File: config.mk
export PLATFORM = sky130hd
export DESIGN_NAME = lmh_ctl
export DESIGN_NICKNAME = d
export VERILOG_FILES = /design/src/rtl/lmh_pkg.sv /design/src/rtl/lmh_btn_if.sv /design/src/rtl/lmh_ctl.sv /design/src/rtl/lmh_debounce.sv
export SDC_FILE = /design/constraint.sdc
export NUM_CORES = 1
export LEC_CHECK = 0
export BUFFER_PORTS_ARGS = -buffer_cell sky130_fd_sc_hd__buf_2
export CORE_MARGIN = 5
export CORE_UTILIZATION = 25
export CTS_CLUSTER_DIAMETER = 60
export DETAILED_ROUTE_END_ITERATION = 8
export GPL_TIMING_DRIVEN = 0
export PLACE_DENSITY_LB_ADDON = 0.3
export SYNTH_ARGS = -nofsm -noshare
export SYNTH_HDL_FRONTEND = slang
export SYNTH_HIERARCHICAL = 1
export SYNTH_SLANG_ARGS = --single-unit
File: constraint.sdc
create_clock -name ref_clk -period 7.65 [get_ports ref_clk]
set_input_delay 0.3825 -clock ref_clk [delete_from_list [all_inputs] [get_ports ref_clk]]
set_output_delay 0.3825 -clock ref_clk [all_outputs]
set_load 0.02 [all_outputs]
File: src/rtl/lmh_pkg.sv
/*
  Shared constants for the line modem handshake and mode control logic:
  clock rate, timing counts, register map, field positions and the mode type.
  Assumes a single 20 MHz clock domain; no other surroundings needed.
*/
package lmh_pkg;

  // clock and derived timing
  localparam int unsigned CLK_HZ          = 20_000_000;
  localparam int unsigned CYC_PER_MS      = CLK_HZ / 1000;
  localparam int unsigned CTS_BASE_MS     = 8;     // shortest rts-to-cts choice
  localparam int unsigned CTS_BASE_CYC    = CYC_PER_MS * CTS_BASE_MS;
  localparam int unsigned DLY_W           = 21;    // holds 64 ms worth of cycles
  localparam int unsigned TEST_BAUD       = 19_200;
  localparam int unsigned BAUD_CYC        = CLK_HZ / TEST_BAUD;  // rounded down
  localparam int unsigned BAUD_W          = 11;
  localparam logic [BAUD_W-1:0] BAUD_LAST = BAUD_W'(BAUD_CYC - 1);
  localparam int unsigned DEBOUNCE_MS     = 10;
  localparam int unsigned DEBOUNCE_CYC    = CYC_PER_MS * DEBOUNCE_MS;
  localparam int unsigned DEB_W           = 18;
  localparam int unsigned FLASH_MS        = 250;   // carrier lamp half period in test C
  localparam int unsigned FLASH_CYC       = CYC_PER_MS * FLASH_MS;
  localparam int unsigned FLASH_W         = 23;

  // delay selector codes: one choice active at a time
  localparam logic [1:0] DLY_SEL_64MS = 2'h0;
  localparam logic [1:0] DLY_SEL_32MS = 2'h1;
  localparam logic [1:0] DLY_SEL_16MS = 2'h2;
  localparam logic [1:0] DLY_SEL_8MS  = 2'h3;

  // register bus
  localparam int unsigned ADDR_W      = 4;
  localparam int unsigned DATA_W      = 32;
  localparam logic [ADDR_W-1:0] ADDR_CTRL   = 4'h0;
  localparam logic [ADDR_W-1:0] ADDR_STATUS = 4'h4;

  // control register fields
  localparam int unsigned CTRL_DLY_LSB  = 0;
  localparam int unsigned CTRL_BUSY_BIT = 2;
  localparam int unsigned CTRL_EQ1_BIT  = 3;   // switch one closed (on)
  localparam int unsigned CTRL_EQ2_BIT  = 4;   // switch two closed (on)
  localparam logic [1:0]  EQ_SW_DEFAULT = 2'h3;  // both on: minimum level

  // status register fields
  localparam int unsigned STAT_MODE_LSB = 0;
  localparam int unsigned STAT_CTS_BIT  = 2;
  localparam int unsigned STAT_RTS_BIT  = 3;
  localparam int unsigned STAT_CD_BIT   = 4;
  localparam int unsigned STAT_BUSY_BIT = 5;
  localparam int unsigned STAT_EQ_LSB   = 6;

  // line idle level
  localparam logic MARK = 1'b1;

  // equalization level minus one
  localparam logic [1:0] EQ_LEVEL1 = 2'h0;
  localparam logic [1:0] EQ_LEVEL2 = 2'h1;
  localparam logic [1:0] EQ_LEVEL3 = 2'h2;
  localparam logic [1:0] EQ_LEVEL4 = 2'h3;

  typedef enum logic [1:0] {MODE_NORMAL, MODE_A, MODE_B, MODE_C} lmh_mode_e;

endpackage : lmh_pkg
File: src/rtl/lmh_btn_if.sv
/*
  Carrier for the cleaned mode pushbutton between the debouncer and the
  control logic. Assumes both ends share ref_clk.
*/
`timescale 1ns/1ps
`default_nettype none
interface lmh_btn_if;
  logic press;   // one-cycle pulse per physical press
  logic held;    // debounced level

  modport src (output press, held);
  modport dst (input press, held);
endinterface : lmh_btn_if
`default_nettype wire

File: src/rtl/lmh_ctl.sv
/*
  Handshake, mode and indicator control of a limited-distance line modem
  acting as DCE toward an asynchronous RS-232 terminal.
  Assumes ref_clk at 20 MHz, line data already demodulated to logic levels,
  and terminal pins already at logic levels and synchronous to ref_clk.
*/
// Decided for this implementation: the placing of the registers and the address-and-strobe port.
// How it works
// - after rts rises, cts is raised once the selected delay has elapsed, 8 ms out of reset.
// - the delay selector offers exactly 64, 32, 16 or 8 ms, one choice at a time.
// - with busy detect enabled, cts is held off while the transmit channel carries a carrier.
// - in normal mode line data goes out only while rts is high and cts has answered; the terminal waits for cts.
// - equalization switches both on give level 1, off-on 2, on-off 3, both off 4.
// - equalization resets to level 1.
// - the serial data passes bit by bit, so any terminal bit rate works.
// - the mode is normal right after power-up.
// - each button press steps normal, test A, test B, test C and back to normal.
// - test lamps are off-off for normal, upper for A, lower for B, both for C.
// - the carrier lamp follows receive carrier in normal mode and test A, stays off in test B and flashes during test C.
// - the cts lamp shows the rts-to-cts handshake state even where cts to the terminal stays low, and the rts lamp shows rts.
// - in normal mode the receive activity lamp follows receive carrier and the transmit activity lamp shows rts with cts.
// - test C sends an alternating 19,200 baud pattern to the terminal receive data, not the line, and ignores the handshake.
// - test B loops terminal transmit data to receive and sends nothing to the line.
`timescale 1ns/1ps
`default_nettype none
module lmh_ctl #(
  parameter int unsigned CTS_BASE_CYCLES = lmh_pkg::CTS_BASE_CYC,
  parameter int unsigned DEBOUNCE_CYCLES = lmh_pkg::DEBOUNCE_CYC,
  parameter int unsigned FLASH_CYCLES    = lmh_pkg::FLASH_CYC
)(
  // clock and reset
  input  wire logic                       ref_clk,
  input  wire logic                       resetn,
  // register port
  input  wire logic [lmh_pkg::ADDR_W-1:0] regAddr,
  input  wire logic [lmh_pkg::DATA_W-1:0] regWdata,
  input  wire logic                       regWr,
  input  wire logic                       regRd,
  output logic      [lmh_pkg::DATA_W-1:0] regRdata,
  // terminal side
  input  wire logic                       dteRts,
  input  wire logic                       dteTxd,
  output logic                            dteCts,
  output logic                            dteRxd,
  // line side, demodulated
  input  wire logic                       lineRxData,
  input  wire logic                       lineRxCarrier,
  input  wire logic                       lineTxCarrier,
  output logic                            lineTxData,
  output logic                            lineTxEnable,
  output logic      [1:0]                 eqLevel,
  // front panel
  input  wire logic                       modeButton,
  output logic                            carrierIndicator,
  output logic                            testIndicatorUpper,
  output logic                            testIndicatorLower,
  output logic                            ctsIndicator,
  output logic                            rtsIndicator,
  output logic                            rxActIndicator,
  output logic                            txActIndicator
);
  import lmh_pkg::*;

  localparam logic [FLASH_W-1:0] FLASH_LAST = FLASH_W'(FLASH_CYCLES - 1);

  // equalization switch pair to level minus one
  function automatic logic [1:0] decodeEq(input logic [1:0] sw);
    logic [1:0] lvl;
    unique case (sw)          // {switch two on, switch one on}
      2'h3:    lvl = EQ_LEVEL1;
      2'h2:    lvl = EQ_LEVEL2;
      2'h1:    lvl = EQ_LEVEL3;
      default: lvl = EQ_LEVEL4;
    endcase
    return lvl;
  endfunction : decodeEq

  // selector code to delay in cycles
  function automatic logic [DLY_W-1:0] delayCycles(input logic [1:0] sel);
    logic [DLY_W-1:0] base;
    base = DLY_W'(CTS_BASE_CYCLES);
    unique case (sel)
      DLY_SEL_64MS: delayCycles = base << 3;
      DLY_SEL_32MS: delayCycles = base << 2;
      DLY_SEL_16MS: delayCycles = base << 1;
      DLY_SEL_8MS:  delayCycles = base;
    endcase
  endfunction : delayCycles

  lmh_btn_if btn ();

  lmh_debounce #(
    .STABLE_CYCLES (DEBOUNCE_CYCLES)
  ) u_debounce (
    .ref_clk   (ref_clk),
    .resetn    (resetn),
    .rawButton (modeButton),
    .btn       (btn.src)
  );

  // control register and mode
  logic [1:0]         delaySel;
  logic               busyEn;
  logic [1:0]         eqSw;
  lmh_mode_e          mode;
  logic [1:0]         next_delaySel;
  logic               next_busyEn;
  logic [1:0]         next_eqSw;
  lmh_mode_e          next_mode;
  logic [DATA_W-1:0]  next_regRdata;
  logic [DATA_W-1:0]  statusWord;
  logic [DATA_W-1:0]  ctrlWord;

  // handshake
  logic [DLY_W-1:0]   delayCnt;
  logic               ctsState;
  logic [DLY_W-1:0]   next_delayCnt;
  logic               next_ctsState;
  logic [DLY_W-1:0]   delayTarget;
  logic               busyHold;

  // test pattern and flash
  logic [BAUD_W-1:0]  baudCnt;
  logic               genBit;
  logic [FLASH_W-1:0] flashCnt;
  logic               flashBit;
  logic [BAUD_W-1:0]  next_baudCnt;
  logic               next_genBit;
  logic [FLASH_W-1:0] next_flashCnt;
  logic               next_flashBit;

  // registered outputs
  logic               next_dteCts;
  logic               next_dteRxd;
  logic               next_lineTxData;
  logic               next_lineTxEnable;
  logic               next_carrierInd;
  logic               next_rxAct;
  logic               next_txAct;

  assign delayTarget = delayCycles(delaySel);
  assign busyHold    = busyEn && lineTxCarrier;

  assign ctrlWord = {{(DATA_W-5){1'b0}}, eqSw, busyEn, delaySel};
  assign statusWord = {{(DATA_W-8){1'b0}}, decodeEq(eqSw), busyHold,
                       lineRxCarrier, dteRts, ctsState, mode};

  // register writes and single-cycle read answer; unmapped reads give zero
  always_comb
  begin
    next_delaySel = delaySel;
    next_busyEn   = busyEn;
    next_eqSw     = eqSw;
    next_regRdata = '0;
    if (regWr && regAddr == ADDR_CTRL)
    begin
      next_delaySel = regWdata[CTRL_DLY_LSB +: 2];
      next_busyEn   = regWdata[CTRL_BUSY_BIT];
      next_eqSw     = {regWdata[CTRL_EQ2_BIT], regWdata[CTRL_EQ1_BIT]};
    end
    if (regRd)
    begin
      if (regAddr == ADDR_CTRL)
        next_regRdata = ctrlWord;
      else if (regAddr == ADDR_STATUS)
        next_regRdata = statusWord;
    end
  end

  // mode steps once per cleaned press
  always_comb
  begin
    next_mode = mode;
    if (btn.press)
    begin
      unique case (mode)
        MODE_NORMAL: next_mode = MODE_A;
        MODE_A:      next_mode = MODE_B;
        MODE_B:      next_mode = MODE_C;
        MODE_C:      next_mode = MODE_NORMAL;
      endcase
    end
  end

  // rts-to-cts delay; a dropped rts restarts the wait from zero
  always_comb
  begin
    next_delayCnt = delayCnt;
    next_ctsState = ctsState;
    if (!dteRts)
    begin
      next_delayCnt = '0;
      next_ctsState = 1'b0;
    end
    else if (!ctsState)
    begin
      if (delayCnt < delayTarget)
        next_delayCnt = delayCnt + 1'b1;
      else if (!busyHold)
        next_ctsState = 1'b1;
    end
  end

  // test C pattern generator and carrier lamp flasher, idle elsewhere
  always_comb
  begin
    next_baudCnt  = '0;
    next_genBit   = MARK;
    next_flashCnt = '0;
    next_flashBit = 1'b0;
    if (mode == MODE_C)
    begin
      next_genBit   = genBit;
      next_flashBit = flashBit;
      if (baudCnt == BAUD_LAST)
        next_genBit = !genBit;
      else
        next_baudCnt = baudCnt + 1'b1;
      if (flashCnt == FLASH_LAST)
        next_flashBit = !flashBit;
      else
        next_flashCnt = flashCnt + 1'b1;
    end
  end

  // data routing and lamps per mode; serial bits pass through unclocked by any baud
  always_comb
  begin
    next_dteCts       = 1'b0;
    next_dteRxd       = MARK;
    next_lineTxData   = MARK;
    next_lineTxEnable = 1'b0;
    next_carrierInd   = 1'b0;
    next_rxAct        = 1'b0;
    next_txAct        = 1'b0;
    unique case (mode)
      MODE_NORMAL:
      begin
        next_dteCts       = ctsState;
        next_dteRxd       = lineRxData;
        next_lineTxEnable = dteRts && ctsState;
        next_lineTxData   = (dteRts && ctsState) ? dteTxd : MARK;
        next_carrierInd   = lineRxCarrier;
        next_rxAct        = lineRxCarrier;
        next_txAct        = dteRts && ctsState;
      end
      MODE_A:
      begin
        // terminal cut off; received data turned round onto the line
        next_lineTxEnable = lineRxCarrier;
        next_lineTxData   = lineRxData;
        next_carrierInd   = lineRxCarrier;
      end
      MODE_B:
      begin
        // loop needs no rts; the line sees only idle
        next_dteCts = ctsState;
        next_dteRxd = dteTxd;
        next_rxAct  = !dteTxd;
        next_txAct  = !dteTxd;
      end
      MODE_C:
      begin
        // handshake ignored: cts to the terminal stays low
        next_dteRxd     = genBit;
        next_carrierInd = flashBit;
        next_rxAct      = 1'b1;
        next_txAct      = !dteTxd;
      end
    endcase
  end

  // all state and outputs; reset gives normal mode and factory settings
  always_ff @(posedge ref_clk or negedge resetn)
  begin
    if (!resetn)
    begin
      delaySel           <= DLY_SEL_8MS;
      busyEn             <= 1'b0;
      eqSw               <= EQ_SW_DEFAULT;
      mode               <= MODE_NORMAL;
      regRdata           <= '0;
      delayCnt           <= '0;
      ctsState           <= 1'b0;
      baudCnt            <= '0;
      genBit             <= MARK;
      flashCnt           <= '0;
      flashBit           <= 1'b0;
      dteCts             <= 1'b0;
      dteRxd             <= MARK;
      lineTxData         <= MARK;
      lineTxEnable       <= 1'b0;
      eqLevel            <= EQ_LEVEL1;
      carrierIndicator   <= 1'b0;
      testIndicatorUpper <= 1'b0;
      testIndicatorLower <= 1'b0;
      ctsIndicator       <= 1'b0;
      rtsIndicator       <= 1'b0;
      rxActIndicator     <= 1'b0;
      txActIndicator     <= 1'b0;
    end
    else
    begin
      delaySel           <= next_delaySel;
      busyEn             <= next_busyEn;
      eqSw               <= next_eqSw;
      mode               <= next_mode;
      regRdata           <= next_regRdata;
      delayCnt           <= next_delayCnt;
      ctsState           <= next_ctsState;
      baudCnt            <= next_baudCnt;
      genBit             <= next_genBit;
      flashCnt           <= next_flashCnt;
      flashBit           <= next_flashBit;
      dteCts             <= next_dteCts;
      dteRxd             <= next_dteRxd;
      lineTxData         <= next_lineTxData;
      lineTxEnable       <= next_lineTxEnable;
      eqLevel            <= decodeEq(eqSw);
      carrierIndicator   <= next_carrierInd;
      testIndicatorUpper <= (mode == MODE_A) || (mode == MODE_C);
      testIndicatorLower <= (mode == MODE_B) || (mode == MODE_C);
      ctsIndicator       <= ctsState;
      rtsIndicator       <= dteRts;
      rxActIndicator     <= next_rxAct;
      txActIndicator     <= next_txAct;
    end
  end

  cts_not_early_a: assert property (@(posedge ref_clk) disable iff (!resetn)
    $rose(ctsState) |-> $past(dteRts) && ($past(delayCnt) == $past(delayTarget)))
    else $error("cts raised before the delay ran out");

  cts_drop_a: assert property (@(posedge ref_clk) disable iff (!resetn)
    !dteRts |=> !ctsState && delayCnt == '0)
    else $error("cts or delay count kept after rts fell");

  busy_hold_a: assert property (@(posedge ref_clk) disable iff (!resetn)
    busyEn && lineTxCarrier && !ctsState |=> !ctsState)
    else $error("cts raised while transmit channel busy");

  tx_gate_a: assert property (@(posedge ref_clk) disable iff (!resetn)
    mode == MODE_NORMAL && !(dteRts && ctsState) |=> !lineTxEnable && lineTxData == MARK)
    else $error("line transmit without rts and cts");

  eq_decode_a: assert property (@(posedge ref_clk) disable iff (!resetn)
    eqSw == 2'h1 ##1 eqSw == 2'h1 |-> eqLevel == EQ_LEVEL3)
    else $error("equalization switch one on, two off not level 3");

  mode_wrap_a: assert property (@(posedge ref_clk) disable iff (!resetn)
    btn.press && mode == MODE_C |=> mode == MODE_NORMAL ##1 !testIndicatorUpper && !testIndicatorLower)
    else $error("mode did not wrap to normal");

  mode_hold_a: assert property (@(posedge ref_clk) disable iff (!resetn)
    !btn.press |=> $stable(mode))
    else $error("mode changed without a press");

  test_lamps_a: assert property (@(posedge ref_clk) disable iff (!resetn)
    mode == MODE_B |=> !testIndicatorUpper && testIndicatorLower)
    else $error("test lamps wrong in test B");

  gen_rate_a: assert property (@(posedge ref_clk) disable iff (!resetn)
    mode == MODE_C && $past(mode) == MODE_C && $changed(genBit) |-> $past(baudCnt) == BAUD_LAST)
    else $error("test pattern bit changed off the baud tick");

  loop_b_a: assert property (@(posedge ref_clk) disable iff (!resetn)
    mode == MODE_B |=> !lineTxEnable && dteRxd == $past(dteTxd))
    else $error("test B loop or line isolation broken");

endmodule : lmh_ctl
`default_nettype wire

File: src/rtl/lmh_debounce.sv
/*
  Pushbutton synchroniser and debouncer for the mode select button.
  Assumes an active-high raw button level, asynchronous to ref_clk.
*/
`timescale 1ns/1ps
`default_nettype none
module lmh_debounce #(
  parameter int unsigned STABLE_CYCLES = lmh_pkg::DEBOUNCE_CYC
)(
  // clock and reset
  input  wire logic ref_clk,
  input  wire logic resetn,
  // raw contact
  input  wire logic rawButton,
  // cleaned button
  lmh_btn_if.src    btn
);
  import lmh_pkg::*;

  localparam logic [DEB_W-1:0] STABLE_LAST = DEB_W'(STABLE_CYCLES - 1);

  logic             syncA;
  logic             syncB;
  logic             level;
  logic [DEB_W-1:0] stableCnt;
  logic             pressPulse;
  logic             next_level;
  logic [DEB_W-1:0] next_stableCnt;
  logic             next_pressPulse;

  // a new level is accepted only after it stays put for the whole window
  always_comb
  begin
    next_level      = level;
    next_stableCnt  = '0;
    next_pressPulse = 1'b0;
    if (syncB != level)
    begin
      if (stableCnt == STABLE_LAST)
      begin
        next_level      = syncB;
        next_pressPulse = syncB;   // one pulse on each accepted press
      end
      else
      begin
        next_stableCnt = stableCnt + 1'b1;
      end
    end
  end

  // two-stage synchroniser, then filter state
  always_ff @(posedge ref_clk or negedge resetn)
  begin
    if (!resetn)
    begin
      syncA      <= 1'b0;
      syncB      <= 1'b0;
      level      <= 1'b0;
      stableCnt  <= '0;
      pressPulse <= 1'b0;
    end
    else
    begin
      syncA      <= rawButton;
      syncB      <= syncA;
      level      <= next_level;
      stableCnt  <= next_stableCnt;
      pressPulse <= next_pressPulse;
    end
  end

  assign btn.press = pressPulse;
  assign btn.held  = level;

  press_single_a: assert property (@(posedge ref_clk) disable iff (!resetn)
    pressPulse |=> !pressPulse && level)
    else $error("button press pulse longer than one cycle");

endmodule : lmh_debounce
`default_nettype wire

==> impl_metrics.yaml <==
synth:
  synth.area.mux_share_pct: 3.33
  async_flop_share_pct: 100
  synth_cell_types: 51
  synth_xor_area_share_pct: 7.31
  synth_edf_count: 0
  ys.warnings.count: 6
  synth-compound-area-share_pct: 7.20
  synth.avg_cell_area_um2: 10.1
  ys_seq_area_share_pct: 48.2
  synthAdderAreaFrac_pct: 5.56
  yosys.area.top_type: "dfrtp_1"
  syn-cell-area_um2: 5630
  ys_ff_latch: 108
  synth-simple-area-share_pct: 22.5
  synth_ff_type: "dfrtp_1"
  synthTopCellsByArea: "dfrtp_1, ha_1, nor2_1"
  yosysTopAreaCellShare_pct: 44.9
  synth_top_family_by_area: "simple AND/OR/NAND/NOR gates"
  synth_cells: 555
detailed_routing:
  drt_first_pass_iters: 4
  via_per_inst: 4.49
  vias: 4128
  antenna_left: 0
  wl_per_cell_um: 13.6
  drc: 0
  drtIter0Drc: 273
  wl_mm: 12.5
timing:
  setup_viol: 0
  slew_headroom_pct: 65.6
  max_freq_mhz: 344
  post-route-period-util_pct: 38.0
  finalWorstSetupSlack_ns: 4.74
  fin_worst_skew_ns: 0.00580
  finalCriticalPeriod_ns: 2.91
  hold_violations: 0
  final.setup.tns_ns: 0
  rsz0062_at_grt: "false"
  worst-slew-pin-transition_ns: 0.515
  finalMaxSlewViolations: 0
critical_path:
  crit_path_start_kind: "register"
  critPathArrivalTime_ns: 3.18
  cp_max_fo: 10
  worstReg2RegStart: "delaySel[1]"
  regToRegSetupSlack_ns: 4.74
  worstRegToRegCells: 9
  endpoint_kind: "register"
  worst-endpoint-required_ns: 7.92
  crit_type: "register to register"
  r2r-end: "delayCnt[2]"
floorplan:
  die_w_um: 160
  core_um2: 22400
  die-area_um2: 25600
  initial_utilization_pct: 25.1
  die_h_um: 160
  num_io_pins: 91
  rows: 55
grt:
  overflow: 0
  grtUsageTotal_pct: 10.1
  grt_max_degree: 79
  grt_pass1_vias: 4050
  grt_pass1_wl_mm: 21.2
  antenna_found_initial: 0
power_and_ir_drop:
  comb_power_share_pct: 10.0
  power.total_w: 0.00118
  seq_power_share_pct: 50.8
  p_int_w: 0.000890
  p_sw_w: 0.000291
  peakVddDrop_mv: 0.107
  clkPwrFrac_pct: 39.2
  leakage_nw: 2.87
  power.density_nw_per_um2: 179
  swShare_pct: 24.7
place:
  post-place-ws_ns: 4.78
  place.gp.congestion: 0.796
  port_buffers: 38
  place_area_um2: 6300
  hpwl_mm: 9.08
job:
  maxCapViolCount: 0
layout:
  synthToLayoutAreaGrowth_pct: 17.2
  finalNetCount: 700
  fin_area_um2: 6600
  drive_gt1_share_pct: 17.4
  fill_cells: 2341
  diodes: 0
worst_hold_path:
  worstHoldStart: "modeButton"
  hold_depth: 1
  min_to: "u_debounce/syncA"
  holdCritPathClass: "input pin to register"
clocking:
  path_clk_slew_ns: 0.07
  cts_made_buffers: 9
  cts.sinks: 108
  cts_tree: "done"
  clockRootBuffer: "clkbuf_16"
  cts_max_level: 3
  clk_latency_ns: 0.35
  cts_max_path_buffers: 2
outcome:
  outcome: "finished clean"
## synth_stat cells, drive strengths merged (15+ instances only)
cell type,n
inv,21
buf,32
dfrtp,101
ha,25
nor2,69
a21oi,20
nand4,24
nand3,29
xor2,22
xnor2,25
nand2,37
nor3,15
## power groups by stage
stage,Sequential [W],Combinational [W],Clock [W]
after floorplan,0.000613,0.0000730,0
after global placement,0.000612,0.000117,0
after detailed placement,0.000612,0.000120,0
after CTS,0.000601,0.000121,0.000484
after global routing,0.000603,0.000134,0.000503
final,0.000600,0.000118,0.000463
## state kept, by name, indices dropped and copies added, names as in the netlist, 2 cells and up
name / cells
u_debounce/stableCnt: 18
regRdata: 8
delayCnt: 21
eqLevel: 2
eqSw: 2
flashCnt: 23
mode: 2
delaySel: 2
baudCnt: 11
## worst max-delay path: stages, from the launching register on
cell and delay (ns):
dfstp_2 0.58, inv_1 0.09, ha_1 0.30, ha_1 0.28, and4_4 0.17, a211oi_4 0.42, nand3_2 0.25, buf_2 0.27
or3_1 0.32, a21oi_1 0.15
## routing by layer
layer	global-route usage (%)	vias to the layer above	wire, um
met2	14.7	100	5590
met5	0	-	0
met3	2.04	21	577
li1	-	2059	-
met1	14.7	1948	6110
met4	3.79	0	260
## kinds of logic (layout without fill, tap and decap cells)
kind of cell               count (synthesis)  in the layout
and+or+nand+nor                          239            239
DFF                                      108            108
buffers and inverters                     60            116
AOI/OAI and AO/OA                         57             57
xor gates and xnor gates                  47             47
adders and majority gates                 25             25
muxes                                     18             18
other                                      1             24
## layout make-up
cell class                 count  area (um2)  share of cell area, %
inverter                      21        78.8                   1.20
clock buffer                  12         236                   3.59
buffer                        39         251                   3.81
clock inverter                 4        52.6                  0.797
sequential                   108        2710                   41.1
multi-input combinational    410        2670                   40.5
tap                          285         357                   5.41
timing repair buffer          40         234                   3.55
## layout by cell type, fill, tap and decap left out, types with 12 or more instances in the layout
cell / count
o31ai_1: 13
nand4_1: 22
a21oi_1: 20
buf_4: 26
nor2_1: 69
mux2i_1: 12
nor3_1: 15
or4_1: 13
xnor2_1: 25
nand3_1: 28
nand2_1: 36
dfrtp_1: 101
conb_1: 24
inv_1: 21
xor2_1: 22
buf_2: 43
ha_1: 25
## through the flow
stage	std cells	utilization [%]	hold slack, ns
after detailed placement	902	28.1	0.287
after global routing	919	29.4	0.133
final	919	29.4	0.147
after CTS	919	29.4	0.131
after floorplan	578	-	0.0869
after global placement	901	27.9	0.336
## what timing repair did
item,4_1_cts,5_1_grt
buffers inserted,0,0
endpoints found under the setup margin,0,0
hold buffers,1,0
endpoints found under the hold margin,30,0
resized for setup,0,0
## worst max-delay path by stage
stage | startpoint | depth (start not counted) | endpoint | slack [ns]
2_1_floorplan | delaySel[1] | 8 | delayCnt[17] | 5.13
4_1_cts | delaySel[1] | 10 | delayCnt[2] | 4.73
6_report | delaySel[1] | 9 | delayCnt[2] | 4.74
3_5_place_dp | delaySel[1] | 10 | delayCnt[2] | 4.78
3_3_place_gp | delaySel[1] | 10 | delayCnt[2] | 4.76
5_1_grt | delaySel[1] | 9 | delayCnt[2] | 4.58
No activity file was read; power rests on OpenSTA's default activity.
